`config.mk`:
```
export PLATFORM = sky130hd
export DESIGN_NAME = epp_cycle_engine
export DESIGN_NICKNAME = d
export VERILOG_FILES = /design/src/hdl/epp_cycle_engine.v
export VERILOG_INCLUDE_DIRS = /design/src /design/src/hdl
export SDC_FILE = /design/constraint.sdc
export NUM_CORES = 1
export LEC_CHECK = 0
export ABC_AREA = 0
export BUFFER_PORTS_ARGS = -buffer_cell sky130_fd_sc_hd__clkbuf_2
export CAP_MARGIN = 15
export CELL_PAD_IN_SITES_DETAIL_PLACEMENT = 0
export CELL_PAD_IN_SITES_GLOBAL_PLACEMENT = 1
export CORE_MARGIN = 5
export CORE_UTILIZATION = 37
export DETAILED_ROUTE_END_ITERATION = 7
export PLACE_DENSITY_LB_ADDON = 0.25
export SYNTH_ARGS = -nofsm -noshare
export SYNTH_HDL_FRONTEND = slang
export SYNTH_SLANG_ARGS = --single-unit
```
`constraint.sdc`:
```
create_clock -name aclk -period 2 [get_ports aclk]
set_input_delay 0 -clock aclk [delete_from_list [all_inputs] [get_ports aclk]]
set_output_delay 0 -clock aclk [all_outputs]
set_load 0.02 [all_outputs]
```
`src/hdl/epp_cycle_engine_regs.vh`:
```
// constants for the enhanced parallel port cycle engine
// assumes 40 MHz aclk and a 32-bit register bus with word-aligned registers
`ifndef EPP_CYCLE_ENGINE_REGS_VH
`define EPP_CYCLE_ENGINE_REGS_VH

// ----------------------------------------
// register indices, byte address is four times the index
// ----------------------------------------
`define IDX_DATA 6'h00
`define IDX_STAT 6'h01
`define IDX_CTL 6'h02
`define IDX_EADDR 6'h03
`define IDX_EDATA0 6'h04
`define IDX_EDATA3 6'h07
`define IDX_MODE 6'h08

// ----------------------------------------
// field positions
// ----------------------------------------
`define CTL_STROBE 0
`define CTL_AUTOFD 1
`define CTL_INIT 2
`define CTL_SELIN 3
`define CTL_IRQE 4
`define CTL_PCD 5
`define STAT_TIMEOUT_FLAG 0
`define MODE_EPP 0
`define MODE_V17 1

// ----------------------------------------
// reset values and answers
// ----------------------------------------
`define CTL_RST 6'h00
`define MODE_RST 2'h0
`define BYTE_RST 8'h00
`define RESP_OKAY 2'h0
`define RESP_SLVERR 2'h2

// ----------------------------------------
// timing
// ----------------------------------------
`define CLK_MHZ 40
`define WD_US 10
`define WD_CYC 10'h190 // watchdog span in aclk cycles, sized to its counter
`define HOST_HOLD_CYC 3'h3

`endif

```
`src/hdl/epp_cycle_engine.v`:
```
// epp cycle engine: register slave on axi4-lite plus the epp address/data cycle sequencer
// assumes wait_n may be asynchronous; other port inputs are synchronous to aclk
`timescale 1ns/1ps
`default_nettype none
`include "epp_cycle_engine_regs.vh"

// What this block does
// [RULE1] interlocked variant: hold iochrdy low from command start until transfer may finish
// [RULE2] interlocked: if wait_n high at start, wait for it low before moving outputs
// [RULE3] interlocked write: byte on bus, direction low, write_n low, then strobe
// [RULE4] interlocked write: on wait_n high drop strobe, latch byte, release iochrdy
// [RULE5] peripheral raises wait_n after setup, captures byte, then lowers wait_n
// [RULE6] interlocked read: release bus, write_n high, then strobe with direction high
// [RULE7] interlocked read: on wait_n high capture bus, drop strobe, answer, release iochrdy
// [RULE8] peripheral drives data before raising wait_n, then releases bus, lowers wait_n
// [RULE9] outside cycles, pins follow control register and direction follows its bit
// [RULE10] strobe-follows-host variant: abort cycles over 10 us, flag in status bit 0
// [RULE11] software clears control bits 0, 1, 3 and sets direction before such cycles
// [RULE12] strobe-follows-host: iochrdy low while wait_n low, until wait_n high or timeout
// [RULE13] strobe-follows-host write: byte on bus at command, then matching strobe
// [RULE14] strobe-follows-host write: strobe drops and byte latches when host command ends
// [RULE15] strobe-follows-host read: direction bit sets write_n; strobe spans host command
// [RULE16] peripheral raises wait_n to acknowledge, lowers it when ready again
// [RULE17] direction output low for write, high while direction bit set or read cycle
// [RULE18] only write_n may be overridden by the control register during a cycle
// [RULE19] interrupt input passes through uninverted, active high
// [RULE20] address strobe only for address cycles, data strobe only for data cycles
// [RULE21] active-low peripheral reset output
// [RULE22] interlocked: abort and flag timeout if wait_n not raised within 10 us
// [RULE23] timeout flag cleared by reset or writing one; zero writes do nothing
// [RULE24] address port runs address cycles, four data ports run data cycles, epp mode only
// [RULE25] interlocked write with direction bit set runs a read-like cycle, no error
// [RULE26] wait_n synchronised; variant chosen from a mode setting
module epp_cycle_engine (
  input wire aclk,
  input wire aresetn,
  input wire [7:0] s_axi_awaddr,
  input wire s_axi_awvalid,
  output wire s_axi_awready,
  input wire [31:0] s_axi_wdata,
  input wire [3:0] s_axi_wstrb,
  input wire s_axi_wvalid,
  output wire s_axi_wready,
  output reg [1:0] s_axi_bresp,
  output reg s_axi_bvalid,
  input wire s_axi_bready,
  input wire [7:0] s_axi_araddr,
  input wire s_axi_arvalid,
  output wire s_axi_arready,
  output reg [31:0] s_axi_rdata,
  output reg [1:0] s_axi_rresp,
  output reg s_axi_rvalid,
  input wire s_axi_rready,
  input wire [7:0] port_data_bus_in,
  output wire [7:0] port_data_bus_out,
  output wire port_data_bus_oe,
  input wire wait_n,
  input wire intr,
  input wire err_n,
  input wire select,
  input wire paper_end,
  input wire ack_n,
  input wire busy,
  output wire write_n,
  output wire data_strobe_n,
  output wire addr_strobe_n,
  output wire periph_reset_n,
  output wire port_dir_out,
  output wire iochrdy,
  output wire irq,
  output wire timeout_flag
);

  // ----------------------------------------
  // states and limits
  // ----------------------------------------
  localparam [2:0] ST_IDLE = 3'h0;
  localparam [2:0] ST_WLOW = 3'h1;
  localparam [2:0] ST_SETUP = 3'h2;
  localparam [2:0] ST_STRB = 3'h3;
  localparam [2:0] ST_HOLD = 3'h4;
  localparam [2:0] ST_RESP = 3'h5;
  localparam [9:0] WD_LIM = `WD_CYC; // 10 us at 40 MHz
  // state walk:
  // idle answers register accesses next cycle and starts epp cycles on the port offsets
  // wlow is interlocked only and waits for the peripheral to show ready
  // setup lets byte and write line settle one cycle ahead of the strobe
  // strb keeps the strobe low until the synchronised wait_n rises
  // hold stands in for the host command tail of the strobe-follows-host variant
  // resp keeps the answer up until the bus master takes it

  reg [2:0] st_r;
  reg [5:0] ctl_r;
  reg [1:0] mode_r;
  reg [7:0] port_data_bus_r;
  reg [7:0] wbyte_r;
  reg tmo_r;
  reg cyc_rd_r;
  reg cyc_addr_r;
  reg is_wr_r;
  reg [9:0] wd_r;
  reg [2:0] hold_r;
  reg nw_meta_r;
  reg nw_s_r;
  reg tmo_set;
  reg tmo_clr;
  reg [7:0] reg_rd;

  // ----------------------------------------
  // decode helpers
  // ----------------------------------------
  // epp ports sit at indices 3..7
  function is_epp;
    input [5:0] idx;
    begin
      is_epp = (idx >= `IDX_EADDR) && (idx <= `IDX_EDATA3);
    end
  endfunction

  function is_mapped;
    input [5:0] idx;
    begin
      is_mapped = (idx <= `IDX_MODE);
    end
  endfunction

  // address port gets the address strobe, the data ports the data strobe
  function is_addr_port;
    input [5:0] idx;
    begin
      is_addr_port = (idx == `IDX_EADDR);
    end
  endfunction

  // epp ports answer only while epp mode is on; unmapped indices always refuse
  function [1:0] resp_for;
    input [5:0] idx;
    input en;
    begin
      resp_for = (is_mapped(idx) && (en || !is_epp(idx))) ? `RESP_OKAY : `RESP_SLVERR;
    end
  endfunction

  wire [5:0] widx = s_axi_awaddr[7:2];
  wire [5:0] ridx = s_axi_araddr[7:2];
  wire epp_en = mode_r[`MODE_EPP];
  wire v17 = mode_r[`MODE_V17];
  wire wr_go = (st_r == ST_IDLE) && s_axi_awvalid && s_axi_wvalid;
  wire rd_go = (st_r == ST_IDLE) && s_axi_arvalid && !wr_go;
  wire in_cyc = (st_r == ST_WLOW) || (st_r == ST_SETUP) || (st_r == ST_STRB) || (st_r == ST_HOLD);
  wire eng_act = (st_r == ST_SETUP) || (st_r == ST_STRB) || (st_r == ST_HOLD);
  wire strb_on = (st_r == ST_STRB) || (st_r == ST_HOLD);
  wire wd_hit = in_cyc && (wd_r == WD_LIM - 10'h001);
  // cycle end events: host tail done, peripheral acknowledge, or watchdog
  wire hold_done = (st_r == ST_HOLD) && (hold_r == `HOST_HOLD_CYC - 3'h1);
  wire ack_done = (st_r == ST_STRB) && nw_s_r && !v17;
  wire cyc_end = in_cyc && (wd_hit || hold_done || ack_done);
  // interlocked stall covers wait-for-ready, setup and strobe
  wire stall_lock = (st_r == ST_WLOW) || (eng_act && (st_r != ST_HOLD));
  // strobe-follows-host stall only while the peripheral holds wait_n low
  wire stall_follow = strb_on && !nw_s_r;

  // ----------------------------------------
  // bus handshakes, write wins when both arrive together
  // ----------------------------------------
  assign s_axi_awready = wr_go;
  assign s_axi_wready = wr_go;
  assign s_axi_arready = rd_go;

  // ----------------------------------------
  // register read mux and timeout flag events
  // ----------------------------------------
  always @* begin
    reg_rd = `BYTE_RST;
    if (ridx == `IDX_DATA) begin
      reg_rd = port_data_bus_in;
    end else if (ridx == `IDX_STAT) begin
      reg_rd = {~busy, ack_n, paper_end, select, err_n, 2'h0, tmo_r};
    end else if (ridx == `IDX_CTL) begin
      reg_rd = {2'h0, ctl_r};
    end else if (ridx == `IDX_MODE) begin
      reg_rd = {6'h00, mode_r};
    end
    tmo_set = wd_hit; // [RULE10] [RULE22]
    tmo_clr = wr_go && (widx == `IDX_STAT) && s_axi_wstrb[0] && s_axi_wdata[`STAT_TIMEOUT_FLAG]; // [RULE23]
  end

  // ----------------------------------------
  // cycle sequencer and register file
  // ----------------------------------------
  always @(posedge aclk) begin
    if (!aresetn) begin
      st_r <= ST_IDLE;
      ctl_r <= `CTL_RST;
      mode_r <= `MODE_RST;
      port_data_bus_r <= `BYTE_RST;
      wbyte_r <= `BYTE_RST;
      tmo_r <= 1'b0;
      cyc_rd_r <= 1'b0;
      cyc_addr_r <= 1'b0;
      is_wr_r <= 1'b0;
      wd_r <= 10'h000;
      hold_r <= 3'h0;
      nw_meta_r <= 1'b1;
      nw_s_r <= 1'b1;
      s_axi_bvalid <= 1'b0;
      s_axi_bresp <= `RESP_OKAY;
      s_axi_rvalid <= 1'b0;
      s_axi_rresp <= `RESP_OKAY;
      s_axi_rdata <= 32'h00000000;
    end else begin
      // two-stage synchroniser; only nw_s_r feeds logic
      nw_meta_r <= wait_n; // [RULE26]
      nw_s_r <= nw_meta_r;
      // set beats clear so a timeout in the clearing cycle survives
      tmo_r <= tmo_set | (tmo_r & ~tmo_clr); // [RULE23]
      // watchdog runs from command start to cycle end
      if (in_cyc) begin
        wd_r <= wd_r + 10'h001;
      end else begin
        wd_r <= 10'h000;
      end
      case (st_r)
        ST_IDLE: begin
          if (wr_go) begin
            is_wr_r <= 1'b1;
            wbyte_r <= s_axi_wdata[7:0];
            cyc_addr_r <= is_addr_port(widx); // [RULE24]
            cyc_rd_r <= ctl_r[`CTL_PCD]; // [RULE25]
            s_axi_bresp <= resp_for(widx, epp_en);
            if (epp_en && is_epp(widx) && s_axi_wstrb[0]) begin
              // strobe-follows-host drives the byte from the command start
              if (v17 && !ctl_r[`CTL_PCD]) begin
                port_data_bus_r <= s_axi_wdata[7:0]; // [RULE13]
              end
              st_r <= v17 ? ST_SETUP : ST_WLOW; // [RULE1] [RULE13]
            end else begin
              if (s_axi_wstrb[0]) begin
                if (widx == `IDX_DATA) begin
                  port_data_bus_r <= s_axi_wdata[7:0];
                end else if (widx == `IDX_CTL) begin
                  ctl_r <= s_axi_wdata[5:0];
                end else if (widx == `IDX_MODE) begin
                  mode_r <= s_axi_wdata[1:0]; // [RULE26]
                end
              end
              s_axi_bvalid <= 1'b1;
              st_r <= ST_RESP;
            end
          end else if (rd_go) begin
            is_wr_r <= 1'b0;
            cyc_addr_r <= is_addr_port(ridx); // [RULE24]
            cyc_rd_r <= 1'b1;
            s_axi_rresp <= resp_for(ridx, epp_en);
            if (epp_en && is_epp(ridx)) begin
              st_r <= v17 ? ST_SETUP : ST_WLOW; // [RULE1]
            end else begin
              s_axi_rdata <= {24'h000000, reg_rd};
              s_axi_rvalid <= 1'b1;
              st_r <= ST_RESP;
            end
          end
        end
        ST_WLOW: begin
          // interlocked: outputs stay put until the peripheral shows ready
          if (!nw_s_r) begin
            // byte goes out with the write line, a cycle ahead of the strobe
            if (!cyc_rd_r) begin
              port_data_bus_r <= wbyte_r; // [RULE3]
            end
            st_r <= ST_SETUP; // [RULE2]
          end
        end
        ST_SETUP: begin
          // one cycle of setup on the bus ahead of the strobe
          if (!cyc_rd_r) begin
            port_data_bus_r <= wbyte_r; // [RULE3] [RULE13]
          end
          st_r <= ST_STRB;
        end
        ST_STRB: begin
          if (nw_s_r) begin
            if (v17) begin
              hold_r <= 3'h0;
              st_r <= ST_HOLD;
            end else begin
              st_r <= ST_RESP; // [RULE4] [RULE7]
            end
          end
        end
        ST_HOLD: begin
          // host command still asserted; strobe follows it
          hold_r <= hold_r + 3'h1;
          if (hold_done) begin
            st_r <= ST_RESP; // [RULE14] [RULE15]
          end
        end
        default: begin
          if (s_axi_bvalid && s_axi_bready) begin
            s_axi_bvalid <= 1'b0;
            st_r <= ST_IDLE;
          end
          if (s_axi_rvalid && s_axi_rready) begin
            s_axi_rvalid <= 1'b0;
            st_r <= ST_IDLE;
          end
        end
      endcase
      // end of an epp cycle, normal or aborted
      if (cyc_end) begin
        st_r <= ST_RESP;
        if (is_wr_r) begin
          if (!cyc_rd_r) begin
            port_data_bus_r <= wbyte_r; // [RULE4] [RULE14]
          end
          s_axi_bvalid <= 1'b1;
        end else begin
          s_axi_rdata <= {24'h000000, port_data_bus_in}; // [RULE7]
          s_axi_rvalid <= 1'b1;
        end
      end
    end
  end

  // ----------------------------------------
  // port pins
  // ----------------------------------------
  // write_n: engine level when active, direction bit in 1.7 idle; strobe bit can force low
  wire wn_base = eng_act ? cyc_rd_r : ((epp_en && v17) ? ctl_r[`CTL_PCD] : 1'b1); // [RULE3] [RULE6] [RULE15]
  assign write_n = wn_base & ~ctl_r[`CTL_STROBE]; // [RULE18] [RULE9]
  // strobes are engine-owned only in the strobe window (strb and hold)
  assign data_strobe_n = strb_on ? cyc_addr_r : ~ctl_r[`CTL_AUTOFD]; // [RULE20] [RULE9]
  assign addr_strobe_n = strb_on ? ~cyc_addr_r : ~ctl_r[`CTL_SELIN]; // [RULE20] [RULE9]
  assign port_dir_out = ctl_r[`CTL_PCD] | (eng_act & cyc_rd_r); // [RULE17] [RULE6]
  assign port_data_bus_oe = ~port_dir_out; // [RULE6] [RULE9]
  assign port_data_bus_out = port_data_bus_r;
  // 1.9 stalls from start; 1.7 only while wait_n is low in the strobe window
  assign iochrdy = v17 ? ~stall_follow : ~stall_lock; // [RULE1] [RULE12]
  assign periph_reset_n = ctl_r[`CTL_INIT]; // [RULE21]
  assign irq = intr & ctl_r[`CTL_IRQE]; // [RULE19]
  assign timeout_flag = tmo_r; // [RULE10]

endmodule
`default_nettype wire

```
; Yosys cells after proc, flatten, opt, wreduce, memory -nomap -nowiden
; Cells that the tools add are included.
[word_totals]
memories = 0
romBits = 0
ram_bits = 0
register_bits = 84
elab_cells = 194
latch_bits = 0
[op_classes]
n_reduce_logical = 60
n_lt_le_gt_ge = 6
n_addsub = 2
bitwise = 20
n_mux = 63
n_mul = 0
n_eq_ne = 24
shift = 0
div_mod_pow = 0
[ops]
columns = cell, count
row1 = 2-to-1 mux 32 bit, 6
row2 = 2-to-1 mux 8 bit, 12
row3 = 2-to-1 mux 3 bit, 12
row4 = logical AND 1 bit, 25
row5 = "equality test 6 x 2 -> 1 bit, second input constant", 4
row6 = one-hot mux 8 bit (3 select lines), 1
row7 = 2-to-1 mux 1 bit, 23
row8 = "!= test 3 bit, second input constant", 5
row9 = one-hot mux 3 bit (5 select lines), 1
row10 = inverter 1 bit, 14
row11 = "equality test 6 x 1 -> 1 bit, second input constant", 2
row12 = "equality test 6 x 4 -> 1 bit, second input constant", 2
row13 = ">= comparator 6 x 2 -> 1 bit, second input constant", 2
row14 = "<= comparator 6 x 3 -> 1 bit, second input constant", 2
row15 = "<= comparator 6 x 4 -> 1 bit, second input constant", 2
row16 = logical NOT 6 bit, 2
row17 = logical OR 1 bit, 11
row18 = "adder 10 x 1 -> 10 bit, second input constant", 1
row19 = "equality test 10 x 9 -> 1 bit, second input constant", 1
row20 = AND reduction 5 bit, 2
row21 = "equality test 3 x 2 -> 1 bit, second input constant", 3
row22 = 2-to-1 mux 2 bit, 4
row23 = "!= test 2 bit, second input constant", 4
row24 = nonzero test 8 bit, 1
row25 = 19 further kinds, 33

; Longest topological paths before layout
[depth]
depth_word = 11
depth_mapped = 8

; Worst setup path before layout
; Ideal clock, no wire load.
[synth_timing]
kind = register to register
start = reg st_r[1]
end = reg s_axi_rdata[2]
stages_incl_launch_ff = 8
path_buffers = 1
synth_period_minus_slack_ps = 1824
setup_ps = 91
t_arrival_ps = 1733
setup_slack_ps = 176
path_cell_list = dfxtp_1 buf_6 nor3_4 nand3_4 clkinv_2 nand2b_1 or4_1 a311oi_1
[synth_between]
elab_chain_len = 10
word_cells_on_any_way = 25
[synth_rtl]
columns = item, line_no
row1 = "start, declared", epp_cycle_engine.v:92  ; reg [2:0] st_r;
row2 = "start signal, assigned", epp_cycle_engine.v:236  ; st_r <= v17 ? ST_SETUP : ST_WLOW;
row3 = "start signal, assigned", epp_cycle_engine.v:256  ; st_r <= v17 ? ST_SETUP : ST_WLOW;
row4 = logical NOT 3 bit (*), "epp_cycle_engine.v:148, epp_cycle_engine.v:149"
row5 = logical AND 1 bit (2 in a row), epp_cycle_engine.v:148  ; wire wr_go = (st_r == ST_IDLE) && s_axi_awvalid && s_axi_wvalid;
row6 = logical NOT 1 bit, epp_cycle_engine.v:149  ; wire rd_go = (st_r == ST_IDLE) && s_axi_arvalid && !wr_go;
row7 = logical AND 1 bit (*), epp_cycle_engine.v:149
row8 = named net s_axi_arready, epp_cycle_engine.v:49  ; output wire s_axi_arready,
row9 = 2-to-1 mux 32 bit (*), epp_cycle_engine.v:250  ; end else if (rd_go) begin
row10 = 2-to-1 mux 32 bit (*), epp_cycle_engine.v:225  ; if (wr_go) begin
row11 = 2-to-1 mux 32 bit (*), epp_cycle_engine.v:223  ; case (st_r)
row12 = 2-to-1 mux 32 bit, epp_cycle_engine.v:312  ; if (is_wr_r) begin
row13 = 2-to-1 mux 32 bit (*), epp_cycle_engine.v:310  ; if (cyc_end) begin
row14 = "end signal, assigned", epp_cycle_engine.v:258  ; s_axi_rdata <= {24'h000000, reg_rd};
row15 = "end signal, assigned", epp_cycle_engine.v:318  ; s_axi_rdata <= {24'h000000, port_data_bus_in};
row16 = "end, declared", epp_cycle_engine.v:50  ; output reg [31:0] s_axi_rdata,
; Mark *: on every way through the listed nets, which the timed path passes. The rest lies on a longest branch.
; A chain may end at the register's enable or synchronous reset.

; Worst setup path in the final report
[layout_timing]
start = reg st_r[1]
end = out write_n
[layout_between]
elab_chain_len = 5
word_cells_on_any_way = 7
[layout_rtl]
columns = item, line_no
row1 = equality test 3 x 2 -> 1 bit, epp_cycle_engine.v:151  ; wire eng_act = (st_r == ST_SETUP) || (st_r == ST_STRB) || (st_r == ST_HOLD);
row2 = logical OR 1 bit, epp_cycle_engine.v:151
row3 = logical OR 1 bit (*), epp_cycle_engine.v:151
row4 = 2-to-1 mux 1 bit (*), epp_cycle_engine.v:329  ; wire wn_base = eng_act ? cyc_rd_r : ((epp_en && v17) ? ctl_r[`CTL_PCD] : 1'b1);
row5 = AND 1 bit (*), epp_cycle_engine.v:330  ; assign write_n = wn_base & ~ctl_r[`CTL_STROBE];
row6 = "end, declared", epp_cycle_engine.v:64  ; output wire write_n,
; Every way passes the cells marked *; elsewhere a longest branch is shown, timed or not.

==> results.cfg <==
[status]
status = finished, final reports clean

[power_and_ir_drop]
p_per_area_nw_per_um2 = 943
p_sw_uw = 1920
p_sw_share_pct = 38.9
p_leak_uw = 0.00222
comb_power_share_pct = 38.4
power_frac_seq_pct = 39.1
vdd_drop_max_uv = 429
internal-power_uw = 3020
pwr-share-clk_pct = 22.5

[die]
ios = 132
die_h_um = 114
dieArea_um2 = 13100
start_util_pct = 37.6
rows = 38
die_w_um = 114
core_area_um2 = 10700

[synth]
synth_top_area_share_pct = 40.7
netlist_area_um2 = 4040
seq_area_frac_synth_pct = 40.7
ys_ff_latch = 82
async_reset_ff_share_pct = 0
synth_edf_count = 0
ys_types = 68
synth_flop_cell = dfxtp_1
synth.avg_cell_area_um2 = 8.36
synthTopCellsByArea = dfxtp_1, mux2i_1, nor2_1
syn_inst = 483
yosys_warnings = 0
synth_top_area_cell = dfxtp_1

[worst_setup_path]
cp_num_buf_inv = 2
worstReg2RegStart = wd_r[4]$_SDFF_PN0_
worst-setup-path-type = flop to primary output
arrival_ps = 1930
crit_family = simple AND/OR/NAND/NOR gates
path_cells = or3b_4 -> buf_4 -> o21ai_2 -> nor2_1 -> a211oi_2 -> buf_4
crit_top_cell = buf_4
cp-start-kind = flop
rrSetupSlack_ps = 100
cp-end-kind = primary output
critPathMaxFanout = 9
slowest_delay_ps = 420
reg2reg_depth = 5
critPathSlowestCell = or3b_4
r2r_end = s_axi_rdata[6]$_SDFF_PN0_
cp_num_cells = 6
cp.required_ps = 2000

[route]
dr.pass1.iters = 4
drt-total-wl_um = 11700
drt_iter0_drc = 218
drc = 0
vias = 3901
viasPerCell = 5.13
postRouteAntennaNets = 0
wl_per_cell_um = 15.4

[final_layout]
drive_gt1_share_pct = 27.2
final_cell_mix = clkbuf_2, dfxtp_1, nor2_1
multi_input_area_um2 = 2230
mostFrequentLayoutCell = clkbuf_2
antenna_cells = 0
utilization_pct = 48.7
fill_cells = 1124
syn2layout_area_growth_pct = 29.8
seqCellArea_um2 = 1650
layout.nets = 693

[cts]
cts_buffers = 9
root_buffer = clkbuf_8
clk_latency_ps = 360
htree_levels = 3
clk_pin_slew_worst_paths_ps = 90
cts_buffer_depth = 2
cts_sinks = 82
cts_tree = yes
postCtsSetupRepairBufs = 0

[sta]
clock_skew_ps = 7.83
period_needed_ps = 1930
drv_slew = 0
setup_ws_ps = 65.7
setup-violations-final = 0
relSlewSlack_pct = 63.3
fin_crit_sh_pct = 96.7
fmax_ghz = 0.517
worst_pin_slew_ps = 546
fin_setup_tns_ps = 0
hold_violations = 0

[grt]
grt_max_degree = 29
track_usage_pct = 18.2
grt_pass1_vias = 3881
antenna_found_initial = 0
grt_pass1_wl_um = 19100
overflow = 0

[hold_path]
min_to = s_axi_bresp[1]$_SDFFE_PN0P_
hold_path_depth = 3
hp-class = primary input to flop
min_from = s_axi_awaddr[4]

[placement]
dp_hpwl_um = 8610
dp_slack_ps = 44.6
port_buffers = 98
gp_congestion = 0.827

[flow_run]
cap_viol_max_count = 0
==> power groups by stage <==
stage / logic (uW) / registers [uW] / clock network [uW]
2_1_floorplan: 1160 / 1950 / 0
3_3_place_gp: 1800 / 1950 / 0
3_5_place_dp: 1820 / 1950 / 0
4_1_cts: 1890 / 1920 / 1150
5_1_grt: 2100 / 1960 / 1220
6_report: 1900 / 1930 / 1110
==> cell families (layout without fill, tap and decap cells) <==
logic type	Yosys count	after routing	share of synthesized area (%)
mux	20	20	4.96
buf+inv	42	179	4.80
simple gates	194	194	25.8
flops	82	82	40.7
xor+xnor	10	10	2.17
compound gates	129	129	20.1
fa+ha+maj	5	5	1.43
other cells	1	2	0.0929
==> how the worst max path moves through the flow <==
stage,start,to,slack (ps)
after floorplan,st_r[1]$_SDFFE_PP0P_,s_axi_rdata[2]$_SDFF_PN0_,180
after global placement,st_r[2]$_SDFFE_PN0P_,s_axi_rdata[6]$_SDFF_PN0_,50
after detailed placement,st_r[2]$_SDFFE_PN0P_,s_axi_rdata[13]$_SDFF_PN0_,40
after CTS,st_r[2]$_SDFFE_PN0P_,write_n,9
after global routing,wd_r[4]$_SDFF_PN0_,s_axi_rdata[1]$_SDFF_PN0_,-0.9
final,st_r[1]$_SDFFE_PP0P_,write_n,70
==> synth_stat cells, types with 3 or more instances <==
library cell  number
clkbuf_1          15
nor2_1            52
a21oi_1           36
nand2b_1          14
dfxtp_1           82
o21a_1             5
nor4_1             5
ha_1               3
a21boi_0           8
inv_2              3
mux2i_1           20
nor4b_1            4
or3_1              4
nand2_1           37
nand3_1            6
xnor2_1            7
nor3_1            15
o21ai_1            3
buf_2              7
xor2_1             3
o31ai_1            4
and3_1            11
o21ai_0           26
and2_1            25
inv_1              8
buf_4              5
o22ai_1           11
a31oi_1           15
==> per-layer routing <==
| metal | up-vias | track usage, % | wire length (um) |
|---|---|---|---|
| li1 | 1972 | - | - |
| met1 | 1821 | 24.4 | 5470 |
| met2 | 98 | 29.5 | 5640 |
| met3 | 10 | 2.59 | 455 |
| met4 | 0 | 7.28 | 153 |
| met5 | - | 0 | 0 |
==> stage by stage <==
stage	hold slack [ps]	cells	total power, uW	cell area [um2]
after floorplan	101	484	3110	4040
after global placement	189	721	3750	4790
after detailed placement	195	721	3770	4790
after CTS	6.36	761	4970	5230
after global routing	58.0	761	5280	5240
final	37.1	761	4940	5240
==> repair_timing <==
item,in CTS,in global routing
hold endpoints to repair,28,0
gates resized for setup,9,6
hold buffers,24,0
setup endpoints to repair,3,8
==> worst reg2reg max path: cells and delay by family (launching register included) <==
kind             cells  cell delay [ps]
AND/OR/NAND/NOR      3              930
flip-flops           1              350
AO/OA/AOI/OAI        2              520
==> state kept, by name (all words and copies together), names as in the netlist, 2 cells and up <==
signal / count
ctl_r: 6
hold_r: 3
mode_r: 2
port_data_bus_out: 8
s_axi_rdata: 32
st_r: 3
wbyte_r: 8
wd_r: 10
==> cell type report <==
type                            count  share of cell area, %
Clock buffer                       10                   2.44
Timing Repair Buffer              151                   18.4
Clock inverter                      6                  0.932
Multi-Input combinational cell    360                   42.5
Inverter                           12                  0.884
Sequential cell                    82                   31.5
Tap cell                          140                   3.34
No activity file was read; power rests on OpenSTA's default activity.
